### config.mk
export PLATFORM = sky130hd
export DESIGN_NAME = mcr_top
export DESIGN_NICKNAME = d
export VERILOG_FILES = /design/src/mcr_pkg.sv /design/src/mcr_pin_sync.sv /design/src/mcr_top.sv
export SDC_FILE = /design/constraint.sdc
export NUM_CORES = 1
export LEC_CHECK = 0
export BUFFER_PORTS_ARGS = -buffer_cell sky130_fd_sc_hd__buf_4
export CAP_MARGIN = 20
export CORE_MARGIN = 8
export CORE_UTILIZATION = 30
export DETAILED_ROUTE_END_ITERATION = 10
export PLACE_DENSITY = 0.52
export SLEW_MARGIN = 15
export SYNTH_ARGS = -nofsm -noshare
export SYNTH_HDL_FRONTEND = slang
export SYNTH_SLANG_ARGS = --single-unit
### constraint.sdc
create_clock -name i_clk -period 10.2 [get_ports i_clk]
set_input_delay 2.04 -clock i_clk [delete_from_list [all_inputs] [get_ports i_clk]]
set_output_delay 2.04 -clock i_clk [all_outputs]
set_load 0.01 [all_outputs]
### src/mcr_pkg.sv
package mcr_pkg;
    localparam int CLK_HZ = 40_000_000;
    localparam int CLK_PERIOD_NS = 1_000_000_000 / CLK_HZ;
    localparam int MS_CYCLES = CLK_HZ / 1000;
    localparam int SYNC_STAGES = 3;

    localparam int REG_W = 16;
    localparam int ADDR_W = 7;
    localparam int FRAME_W = 24;
    localparam int NUM_REGS = 4;
    localparam int COEF_W = 12;
    localparam int COUNT_W = 16;

    // Word indices on the serial port
    localparam logic [6:0] ADDR_COMM_DRIVE = 7'h04;
    localparam logic [6:0] ADDR_INTEG_GAIN = 7'h05;
    localparam logic [6:0] ADDR_FILT_POLE = 7'h06;
    localparam logic [6:0] ADDR_FILT_ZERO = 7'h07;

    // Field positions
    localparam int LOCK_SEL_LSB = 14;
    localparam int CNT_RST_LSB = 12;
    localparam int LEAD_BIT = 11;
    localparam int AUTO_ADV_BIT = 10;
    localparam int AUTO_GAIN_BIT = 9;
    localparam int SINE_BIT = 8;
    localparam int BOOST_LSB = 6;
    localparam int DEAD_LSB = 3;
    localparam int PEAK_LSB = 0;
    localparam int INTEGRATOR_CLOCK_SEL_LSB = 12;
    localparam int GAIN_LSB = 0;
    localparam int POL_BIT = 15;
    localparam int BYPASS_BIT = 12;
    localparam int COEF_LSB = 0;

    // Writable bits of each word, reserved bits stay zero
    localparam logic [15:0] WR_MASK [NUM_REGS] = '{16'hFFFF, 16'h7FFF, 16'h9FFF, 16'h0FFF};
    localparam logic [15:0] RST_VAL [NUM_REGS] = '{16'h0000, 16'h0000, 16'h0000, 16'h0000};

    // Times as printed
    localparam int LOCK_S [4] = '{1, 3, 5, 10};
    localparam int BOOST_US [4] = '{1, 5, 10, 15};
    localparam int DEAD_NS [8] = '{60, 120, 240, 500, 740, 1000, 1240, 1500};
    localparam int HALL_PER_RST [4] = '{1, 2, 4, 8};

    // Least times round up, never below one cycle
    function automatic int ns_to_cycles(input int ns);
        int c;
        c = (ns + CLK_PERIOD_NS - 1) / CLK_PERIOD_NS;
        return (c < 1) ? 1 : c;
    endfunction
endpackage

### src/mcr_pin_sync.sv
`timescale 1ns/1ps
module mcr_pin_sync #(
    parameter int WIDTH = 1
) (
    input wire logic i_clk,
    input wire logic i_rst_n,
    input wire logic [WIDTH-1:0] i_pin,
    output logic [WIDTH-1:0] o_level
);
    import mcr_pkg::*;

    genvar g;
    generate
        for (g = 0; g < WIDTH; g++) begin : g_bit
            logic [SYNC_STAGES-1:0] stage;
            always_ff @(posedge i_clk or negedge i_rst_n) begin
                if (!i_rst_n) begin
                    stage <= '0;
                    o_level[g] <= 1'b0;
                end else begin
                    stage <= {stage[SYNC_STAGES-2:0], i_pin[g]};
                    // Only a value held by the last two stages counts
                    if (stage[1] == stage[2]) begin
                        o_level[g] <= stage[2];
                    end
                end
            end
        end
    endgenerate
endmodule // mcr_pin_sync

### src/mcr_top.sv
`timescale 1ns/1ps
// Functional notes
// - Lockup timeout code selects 1,3,5,10 s
// - Counter reset every 1,2,4,8 Hall cycles
// - Lead-lag bit: commutate after or before
// - Boost drive time 1,5,10,15 us
// - Dead time code selects eight gap lengths
// - Integrator clock halves per code step
// - Hall polarity bit inverts Hall sense
// - Bypass bit disables filter, coefficients ignored
// - Pole coefficient sets filter pole
// - Zero coefficient sets filter zero
module mcr_top #(
    parameter int TICKS_PER_MS = mcr_pkg::MS_CYCLES
) (
    input wire logic i_clk,
    input wire logic i_arst_n,
    input wire logic i_spi_cs,
    input wire logic i_spi_sclk,
    input wire logic i_spi_mosi,
    output logic o_spi_miso,
    output logic o_spi_miso_oe,
    input wire logic i_hall_u,
    output logic o_hall_u,
    output logic o_rotor_lockup_fault,
    output logic o_comm_count_reset,
    output logic [mcr_pkg::COUNT_W-1:0] o_commutation_count,
    output logic o_commutate_lead,
    output logic o_auto_advance_enable,
    output logic o_auto_gain_enable,
    output logic o_sine_drive_enable,
    output logic [2:0] o_gate_peak_current,
    output logic o_gate_dead,
    output logic o_gate_boost,
    output logic o_integrator_tick,
    output logic [mcr_pkg::COEF_W-1:0] o_speed_comp_gain,
    output logic o_speed_filter_enable,
    output logic [mcr_pkg::COEF_W-1:0] o_speed_filter_pole_coeff,
    output logic [mcr_pkg::COEF_W-1:0] o_speed_filter_zero_coeff
);
    import mcr_pkg::*;

    function automatic logic [NUM_REGS-1:0] word_hit(input logic [ADDR_W-1:0] a);
        logic [NUM_REGS-1:0] h;
        h = '0;
        if (a == ADDR_COMM_DRIVE) h[0] = 1'b1;
        else if (a == ADDR_INTEG_GAIN) h[1] = 1'b1;
        else if (a == ADDR_FILT_POLE) h[2] = 1'b1;
        else if (a == ADDR_FILT_ZERO) h[3] = 1'b1;
        return h;
    endfunction

    logic [1:0] rst_pipe;
    logic rst_n;
    always_ff @(posedge i_clk or negedge i_arst_n) begin
        if (!i_arst_n) rst_pipe <= 2'h0;
        else rst_pipe <= {rst_pipe[0], 1'b1};
    end
    assign rst_n = rst_pipe[1];

    logic [3:0] pins;
    mcr_pin_sync #(.WIDTH(4)) u_sync (
        .i_clk(i_clk),
        .i_rst_n(rst_n),
        .i_pin({i_hall_u, i_spi_mosi, i_spi_sclk, i_spi_cs}),
        .o_level(pins)
    );

    // Serial port: R/W bit, 7 address bits, 16 data bits, MSB first
    logic cs_q, sclk_q;
    logic [4:0] bit_cnt;
    logic [FRAME_W-2:0] shreg;
    logic [REG_W-1:0] tx;
    logic is_read;
    logic [REG_W-1:0] regs [NUM_REGS];
    wire cs = pins[0];
    wire sclk_rise = cs & pins[1] & ~sclk_q;
    wire sclk_fall = cs & ~pins[1] & sclk_q;
    wire [FRAME_W-1:0] frame = {shreg, pins[2]};
    wire hdr_done = sclk_rise && (bit_cnt == 5'd7);
    wire frame_done = sclk_rise && (bit_cnt == 5'd23);
    wire [NUM_REGS-1:0] rd_hit = word_hit(frame[ADDR_W-1:0]);
    // Address sits one below the R/W bit in the full frame
    wire [NUM_REGS-1:0] wr_hit = word_hit(frame[FRAME_W-2:REG_W]);
    wire frame_write = frame_done && !is_read;

    logic [REG_W-1:0] rd_word;
    always_comb begin
        rd_word = '0;
        for (int i = 0; i < NUM_REGS; i++) begin
            if (rd_hit[i]) rd_word = regs[i];
        end
    end

    always_ff @(posedge i_clk or negedge rst_n) begin
        if (!rst_n) begin
            cs_q <= 1'b0;
            sclk_q <= 1'b0;
            bit_cnt <= 5'h00;
            shreg <= '0;
            is_read <= 1'b0;
        end else begin
            cs_q <= cs;
            sclk_q <= pins[1];
            if (cs && !cs_q) begin
                bit_cnt <= 5'h00;
            end else if (sclk_rise) begin
                shreg <= frame[FRAME_W-2:0];
                bit_cnt <= bit_cnt + 5'h01;
                if (bit_cnt == 5'h00) is_read <= pins[2];
            end
        end
    end

    always_ff @(posedge i_clk or negedge rst_n) begin
        if (!rst_n) begin
            tx <= '0;
            o_spi_miso <= 1'b0;
            o_spi_miso_oe <= 1'b0;
        end else begin
            if (hdr_done) tx <= is_read ? rd_word : '0;
            else if (sclk_fall && o_spi_miso_oe) tx <= {tx[REG_W-2:0], 1'b0};
            if (sclk_fall && o_spi_miso_oe) o_spi_miso <= tx[REG_W-1];
            // Drive from bit 8 of a read until cs drops, and for one cycle at cs rise after a read
            o_spi_miso_oe <= cs && is_read && (bit_cnt >= 5'd8);
            if (!cs) o_spi_miso <= 1'b0;
        end
    end

    genvar r;
    generate
        for (r = 0; r < NUM_REGS; r++) begin : g_reg
            always_ff @(posedge i_clk or negedge rst_n) begin
                if (!rst_n) regs[r] <= RST_VAL[r];
                else if (frame_write && wr_hit[r]) regs[r] <= frame[REG_W-1:0] & WR_MASK[r];
            end
        end
    endgenerate

    // Field views
    wire [1:0] lock_sel = regs[0][LOCK_SEL_LSB +: 2];
    wire [1:0] cnt_rst_sel = regs[0][CNT_RST_LSB +: 2];
    wire [1:0] boost_sel = regs[0][BOOST_LSB +: 2];
    wire [2:0] dead_sel = regs[0][DEAD_LSB +: 3];
    wire [2:0] integrator_clock_sel_sel = regs[1][INTEGRATOR_CLOCK_SEL_LSB +: 3];
    wire bypass = regs[2][BYPASS_BIT];

    assign o_commutate_lead = regs[0][LEAD_BIT];
    assign o_auto_advance_enable = regs[0][AUTO_ADV_BIT];
    assign o_auto_gain_enable = regs[0][AUTO_GAIN_BIT];
    assign o_sine_drive_enable = regs[0][SINE_BIT];
    assign o_gate_peak_current = regs[0][PEAK_LSB +: 3];
    assign o_speed_comp_gain = regs[1][GAIN_LSB +: COEF_W];

    always_ff @(posedge i_clk or negedge rst_n) begin
        if (!rst_n) begin
            o_speed_filter_enable <= 1'b0;
            o_speed_filter_pole_coeff <= '0;
            o_speed_filter_zero_coeff <= '0;
        end else begin
            o_speed_filter_enable <= !bypass;
            o_speed_filter_pole_coeff <= bypass ? '0 : regs[2][COEF_LSB +: COEF_W];
            o_speed_filter_zero_coeff <= bypass ? '0 : regs[3][COEF_LSB +: COEF_W];
        end
    end

    // Hall sense invert; toggling it can fake one edge
    wire hall = pins[3] ^ regs[2][POL_BIT];
    logic hall_q;
    wire hall_rise = hall & ~hall_q;
    logic [2:0] hall_cyc;
    wire [3:0] hall_per = 4'(HALL_PER_RST[cnt_rst_sel]);
    wire rst_due = hall_rise && ({1'b0, hall_cyc} + 4'h1 >= hall_per);

    always_ff @(posedge i_clk or negedge rst_n) begin
        if (!rst_n) begin
            hall_q <= 1'b0;
            o_hall_u <= 1'b0;
            hall_cyc <= 3'h0;
            o_comm_count_reset <= 1'b0;
            o_commutation_count <= '0;
        end else begin
            hall_q <= hall;
            o_hall_u <= hall;
            o_comm_count_reset <= rst_due;
            if (rst_due) begin
                hall_cyc <= 3'h0;
                o_commutation_count <= '0;
            end else begin
                if (hall_rise) hall_cyc <= hall_cyc + 3'h1;
                if (o_commutation_count != '1) o_commutation_count <= o_commutation_count + 16'h0001;
            end
        end
    end

    // lockup timer, restarted by any Hall edge
    logic [31:0] ms_div;
    logic [13:0] ms_cnt;
    wire hall_edge = hall ^ hall_q;
    wire [13:0] lock_ms = 14'(LOCK_S[lock_sel] * 1000);
    always_ff @(posedge i_clk or negedge rst_n) begin
        if (!rst_n) begin
            ms_div <= '0;
            ms_cnt <= '0;
            o_rotor_lockup_fault <= 1'b0;
        end else if (hall_edge) begin
            ms_div <= '0;
            ms_cnt <= '0;
            o_rotor_lockup_fault <= 1'b0;
        end else if (ms_cnt >= lock_ms) begin
            o_rotor_lockup_fault <= 1'b1;
        end else if (ms_div == 32'(TICKS_PER_MS - 1)) begin
            ms_div <= '0;
            ms_cnt <= ms_cnt + 14'h0001;
        end else begin
            ms_div <= ms_div + 32'h00000001;
        end
    end

    // Dead gap then boost after each Hall rising edge
    logic [9:0] dead_cnt, boost_cnt;
    wire [9:0] dead_len = 10'(ns_to_cycles(DEAD_NS[dead_sel]));
    wire [9:0] boost_len = 10'(ns_to_cycles(BOOST_US[boost_sel] * 1000));
    always_ff @(posedge i_clk or negedge rst_n) begin
        if (!rst_n) begin
            dead_cnt <= '0;
            boost_cnt <= '0;
            o_gate_dead <= 1'b0;
            o_gate_boost <= 1'b0;
        end else begin
            if (hall_rise) begin
                dead_cnt <= dead_len;
                boost_cnt <= '0;
            end else if (dead_cnt != '0) begin
                dead_cnt <= dead_cnt - 10'h001;
                if (dead_cnt == 10'h001) boost_cnt <= boost_len;
            end else if (boost_cnt != '0) begin
                boost_cnt <= boost_cnt - 10'h001;
            end
            o_gate_dead <= hall_rise || (dead_cnt > 10'h001);
            // New Hall rise drops boost at once, never overlaps the gap
            o_gate_boost <= !hall_rise && ((dead_cnt == 10'h001) || (boost_cnt > 10'h001));
        end
    end

    // integrator enable halves per code; scaled from the 40 MHz clock
    logic [6:0] int_div;
    wire [6:0] int_mask = 7'((8'h01 << integrator_clock_sel_sel) - 8'h01);
    always_ff @(posedge i_clk or negedge rst_n) begin
        if (!rst_n) begin
            int_div <= '0;
            o_integrator_tick <= 1'b0;
        end else begin
            int_div <= int_div + 7'h01;
            o_integrator_tick <= ((int_div & int_mask) == int_mask);
        end
    end
endmodule // mcr_top
# [Yosys cells after proc, flatten, opt, wreduce, memory -nomap -nowiden]
# Memory sizes are Yosys's and may differ from the RTL's.
# Index checks and enable logic that the tools add are counted.
[classes] n_shift=1 addsub=14 n_mul=2 order_cmp=11 n_eq_ne=21 bitwise=16 n_mux=58 n_reduce_logical=34 n_div=2
[op_table] op="2-to-1 mux 32 bit" n=9
[op_table] op="binary-select mux 32 bit (select 2 bit)" n=3
[op_table] op="2-to-1 mux 16 bit" n=9
[op_table] op="2-to-1 mux 10 bit" n=8
[op_table] op="adder 32 x 6 -> 32 bit (second input constant)" n=2
[op_table] op="divider 32 x 6 -> 32 bit (second input constant)" n=2
[op_table] op="less-than comparator 32 x 2 -> 1 bit (second input constant)" n=2
[op_table] op="subtractor 32 x 2 -> 32 bit (second input constant)" n=2
[op_table] op="equality test 7 x 3 -> 1 bit (second input constant)" n=8
[op_table] op="2-to-1 mux 14 bit" n=3
[op_table] op="adder 32 x 1 -> 32 bit (second input constant)" n=1
[op_table] op="equality test 32 x 16 -> 1 bit (second input constant)" n=1
[op_table] op="multiplier 32 x 8 -> 11 bit (second input constant)" n=1
[op_table] op="multiplier 32 x 8 -> 29 bit (second input constant)" n=1
[op_table] op="2-to-1 mux 12 bit" n=2
[op_table] op="> comparator 10 x 1 -> 1 bit (second input constant)" n=2
[op_table] op="nonzero test 10 bit" n=2
[op_table] op="subtractor 10 x 1 -> 10 bit (second input constant)" n=2
[op_table] op="adder 16 x 1 -> 16 bit (second input constant)" n=1
[op_table] op="!= test 16 bit (second input constant)" n=1
[op_table] op="adder 14 x 1 -> 14 bit (second input constant)" n=1
[op_table] op="greater-or-equal comparator 14 bit" n=1
[op_table] op="2-to-1 mux 1 bit" n=14
[op_table] op="nonzero test 2 bit" n=7
[op_table] op="34 further kinds" n=74
[totals] out_inout_bits=68 ff_bits=246 inputBits=6 memories=1 latchBits=0 rom_bits=256 wordCells=197 mem_bits_rw=0
[memory_table] memory="(no name shown)" depth=8 width=32 rd=1 rd_clocked_by_memory_dff=0 wr=0 line_no="mcr_top.sv:222" rtl="wire [9:0] dead_len = 10'(ns_to_cycles(DEAD_NS[dead_sel]));"

# [Depth between registers and ports, before layout]
[depth] depth_word=13 depth_mapped=30

# [By module]
# Synthesis repeated with hierarchy kept, for this count alone.
[unflattened] hier_cells=1455 hier_area_um2=13839.5
[by_module_without_submodules] mod="mcr_top" instances=1 seq_area_each_um2=5755.5 cells_per_inst=1435 area_per_inst_um2=13394.1
[by_module_without_submodules] mod="mcr_pin_sync" instances=1 seq_area_each_um2=400.4 cells_per_inst=20 area_per_inst_um2=445.4

# [Worst setup path before layout]
# OpenSTA, ideal clock, no wires.
[synth_path] path_kind="register to register" from="register regs (netlist bit dead_sel[0])" to="register dead_cnt[0]" t_arrival_ns=5.768 setup_ns=0.126 required_ns=10.074 slack_ns=4.306 stages_incl_launch_ff=28 synth_period_minus_slack_ns=5.894 path_cell_list="dfrtp_1 > buf_4 > buf_2 > inv_1 > ha_1 > clkbuf_1 > nand2_1 > and2_1 > ha_1 > clkbuf_1 > xnor2_1 > inv_1 > ha_1 > or4_4 > a2111oi_4 > o21ai_2 > mux2_2 > ha_1 > inv_1 > a31oi_2 > nor2_1 > o21ai_0 > ha_1 > xnor2_1 > xnor2_1 > or2_2 > a31oi_1 > o32a_1"
[synth_via] elab_chain_cells=10
[synth_lines] item="start, declared" line_no="mcr_top.sv:75" rtl="logic [REG_W-1:0] regs [NUM_REGS];"
[synth_lines] item="start signal, assigned by index" line_no="mcr_top.sv:134" rtl="if (!rst_n) regs[r] <= RST_VAL[r];"
[synth_lines] item="start signal, assigned by index" line_no="mcr_top.sv:135" rtl="else if (frame_write && wr_hit[r]) regs[r] <= frame[REG_W-1:0] & WR_MASK[r];"
[synth_lines] item="NOT 3 -> 4 bit (implied by the code) *" line_no="mcr_top.sv:222"
[synth_lines] item="memory (8 x 32 bit) *"
[synth_lines] item="2-to-1 mux 32 bit (implied by the code) * (2 in series)" line_no="mcr_top.sv:222"
[synth_lines] item="adder 32 x 6 -> 32 bit *" line_no="mcr_pkg.sv:49" rtl="c = (ns + CLK_PERIOD_NS - 1) / CLK_PERIOD_NS;"
[synth_lines] item="subtractor 32 x 2 -> 32 bit *" line_no="mcr_pkg.sv:49"
[synth_lines] item="divider 32 x 6 -> 32 bit *" line_no="mcr_pkg.sv:49"
[synth_lines] item="less-than comparator 32 x 2 -> 1 bit" line_no="mcr_pkg.sv:50" rtl="return (c < 1) ? 1 : c;"
[synth_lines] item="2-to-1 mux 10 bit *" line_no="mcr_pkg.sv:50"
[synth_lines] item="2-to-1 mux 10 bit *" line_no="mcr_top.sv:231" rtl="if (hall_rise) begin"
[synth_lines] item="end signal, assigned" line_no="mcr_top.sv:232" rtl="dead_cnt <= dead_len;"
[synth_lines] item="end signal, assigned" line_no="mcr_top.sv:235" rtl="dead_cnt <= dead_cnt - 10'h001;"
[synth_lines] item="end, declared" line_no="mcr_top.sv:221" rtl="logic [9:0] dead_cnt, boost_cnt;"
# Every way passes the cells marked *; elsewhere a longest branch is shown, timed or not. The select of a mux whose other input is x is not followed.
# A chain may end at the register's enable or synchronous reset.

# [Worst setup path after layout]
[layout_path] from="register regs (netlist bit dead_sel[1])" to="register dead_cnt[0]"
# Same word-level chain as after synthesis.

==> results by group <==
Synth
  • Syn Nets: 1535
  • Top-area cell type share of the netlist area: 44.42%
  • Total of warnings raised by yosys: 0
  • Post-synth top area cell: dfrtp_1
  • Post-Synthesis Cells: 1470
  • Adder-Cell Fraction of Synth Area: 5.616%
  • Post-synthesis simple-gate area fraction: 19.49%
  • Synth Area in Compound Gates: 16.26%
  • Synth top cells by count: dfrtp_1, nand2_1, o21ai_0, nor2_1, a21oi_1
  • Synth cell types: 90
  • Post-synthesis xor/xnor area fraction: 2.980%
  • Count leader, synth: dfrtp_1
  • EDFF count, synth: 0
  • Mux contribution to synthesized area: 6.781%
  • Mapped Area: 13860 µm²
  • Synth area leaders: dfrtp_1, ha_1, nand2_1
  • Asr flop ratio synth: 100.0%
  • Synth Flop Type: dfrtp_1
  • Main combinational cell family by area after synthesis: simple AND/OR/NAND/NOR gates
  • Post-synthesis sequential area ratio: 44.42%
  • #FFs+latches synth: 246
  • Syn avg cell area: 9.427 µm²

Power and ir drop
  • PwrDens: 158.4 nW/µm²
  • Reg power frac: 43.9%
  • Switching Share: 28.13%
  • Clock Power Share: 43.0%
  • Comb pwr share: 13.2%
  • Peak VDD IR: 139.8 µV
  • Internal Power: 0.001810 W
  • P_leak: 7.221 nW
  • P_sw: 0.0007081 W

Final layout
  • Nets: 1568
  • Layout area overhead: 14.72%
  • Fin area: 15900 µm²
  • Post-Layout Cell Count: 2126
  • Fillers: 4689
  • Share of cells above drive strength 1: 14.35%
  • Antenna Cells: 0

Clock tree
  • Num Clock Sinks: 246
  • Latest clock arrival within the worst-skew pair: 0.56 ns
  • CTS tree: yes
  • Clk pin slew, worst setup/hold paths: 0.06 ns
  • Resize count post-CTS: 0
  • CTS Buffer Depth: 3
  • CTS Root Cell: clkbuf_16
  • Setup Fix Bufs, Post-CTS: 0
  • H-tree Lvls: 1
  • Cts hold-fix bufs: 0
  • TritonCTS buffer count: 29

Route
  • DRT Pass-1 Iters: 5
  • DRT antenna net count: 0
  • DR vias/cell: 5.160
  • Via count: 10970
  • Initial DRC count: 657
  • Post-Route WL: 34870 µm
  • Avg WL per Cell: 16.40 µm
  • Residual DRC: 0

Global routing
  • Met2 Use GR: 20.49%
  • Busiest layer in global routing: met2
  • Largest net degree at the start of global routing: 72
  • Vias in the first global route: 10580
  • Initial antenna violation count: 0
  • First-pass GRT wire length: 57000 µm
  • M3 GR Usage: 2.085%
  • Met1 global-route usage: 17.65%
  • Total track usage: 12.68%
  • Global route overflow: 0

Floorplan
  • Initial Utilization: 30.47%
  • Die Wd: 230.9 µm
  • Row count: 78
  • Die H: 230.9 µm
  • Core Area: 45480 µm²
  • Die Area: 53320 µm²
  • Ports: 74

Place
  • Placed Area: 14860 µm²
  • Post-Place Cells: 2070
  • Hpwl dp: 24350 µm
  • Gpl congestion: 0.8315
  • Port bufs: 73

STA
  • Fin Clk Skew: 0.01194 ns
  • Crit share post-route: 66.27%
  • Max Fclk: 147.9 MHz
  • Max-slew headroom: 31.14%
  • Minimum clock period: 6.759 ns
  • RSZ-0062 raised after global routing: false
  • # setup viols final: 0
  • Worst slew pin tran: 1.030 ns
  • Sum Neg Setup Slack: 0 ns
  • Final hold vios: 0
  • Fin. max-slew vios: 0

Setup path
  • FF-to-FF End: dead_cnt[0]
  • Reg2reg setup slack: 3.44 ns
  • FF-to-FF path depth: 24
  • Worst R2R Start: dead_sel[1]
  • Crit path required time: 10.70 ns
  • CP Max Fanout: 21
  • Worst endpoint data arrival time: 7.26 ns
  • Critical path class: flip-flop to flip-flop
  • CP Capture Type: flip-flop
  • Startpoint type of the worst setup path: flip-flop

Run status
  • Outcome: finished, final reports clean

Min path
  • HP Class: flip-flop to async pin

Job
  • Max_cap viols: 0
through the flow:
| stage | setup WS [ns] | total power [W] | hold WS, ns | util (%) |
|---|---|---|---|---|
| 2_1_floorplan | 2.837 | 0.001345 | 0.3312 | - |
| 3_3_place_gp | 3.631 | 0.001450 | 0.3336 | 32.65 |
| 3_5_place_dp | 3.518 | 0.001454 | 0.3370 | 32.68 |
| 4_1_cts | 3.499 | 0.002559 | 0.3505 | 34.88 |
| 5_1_grt | 2.869 | 0.002652 | 0.3578 | 34.95 |
| 6_report | 3.441 | 0.002518 | 0.3272 | 34.95 |
worst max path at each step:
stage,start,end,cells past startpoint
2_1_floorplan,rst_pipe[1],bit_cnt[0],0
3_3_place_gp,dead_sel[1],dead_cnt[0],24
3_5_place_dp,dead_sel[1],dead_cnt[0],24
4_1_cts,dead_sel[1],dead_cnt[0],24
5_1_grt,dead_sel[1],dead_cnt[0],24
6_report,dead_sel[1],dead_cnt[0],24
routing by layer:
layer	wire length, µm	vias to the layer above
li1	-	5301
met1	16850	5432
met2	15870	191
met3	1456	47
met4	686	0
met5	0	-
placed cells by master (no fill, tap or decap), drive strengths merged, types with 20 or more instances in the layout:
cell	count
ha	59
xor2	20
nand3	47
dfrtp	246
nand2b	22
nor2b	40
xnor2	22
mux2i	27
nor3	23
or3	20
o21ai	122
nor4	20
nor2	100
and3	27
clkbuf	37
inv	58
buf	87
mux2	58
nand2	169
a21oi	79
final cells by class:
type | count | area, µm² | area share (%)
Tap cell | 600 | 750.7 | 4.723
Clock inverter | 17 | 205.2 | 1.291
Timing Repair Buffer | 87 | 676.9 | 4.258
Clock buffer | 37 | 795.8 | 5.006
Sequential cell | 246 | 6160 | 38.75
Multi-Input combinational cell | 1083 | 7098 | 44.65
Inverter | 56 | 210.2 | 1.322
cells by family after synthesis:
logic type	count (synthesis)
XOR/XNOR	44
AO/OA/AOI/OAI	349
flip-flops	246
adder cells (fa/ha/maj)	63
other	1
multiplexers	85
buffers and inverters	141
AND/OR/NAND/NOR	541
state kept, by name, indices dropped and copies added (netlist names), 5 cells and up:
signal                     count
bit_cnt                        5
boost_cnt                     10
dead_cnt                      10
int_div                        7
ms_cnt                        14
ms_div                        32
o_commutation_count           16
o_speed_comp_gain             12
o_speed_filter_pole_coeff     12
o_speed_filter_zero_coeff     12
regs                          25
shreg                         22
tx                            16
u_sync.g_bit.stage            12
critical path, cell delays in order (launching register included):
cell       delay, ns
dfrtp_1         0.74
inv_1           0.16
ha_1            0.38
nand2_1         0.12
and2_1          0.23
inv_1           0.13
ha_1            0.38
and3b_1         0.27
o21bai_1        0.31
a21boi_1        0.16
or4_4           0.55
a2111oi_4       0.45
o21ai_2         0.22
mux2_2          0.35
ha_1            0.18
inv_1           0.10
a31oi_2         0.11
nor2_1          0.49
o21ai_0         0.19
ha_1            0.29
xnor2_1         0.16
xnor2_1         0.14
or2_2           0.27
a31oi_1         0.15
o32a_1          0.16
power groups by stage:
stage	Combinational [W]	Sequential (W)	Clock, W
after global routing	0.000377	0.00111	0.00116
after floorplan	0.000236	0.00111	0
after global placement	0.000329	0.00112	0
after detailed placement	0.000332	0.00112	0
after CTS	0.000334	0.00110	0.00112
final	0.000332	0.00110	0.00108
(Power assumes the default switching activity.)
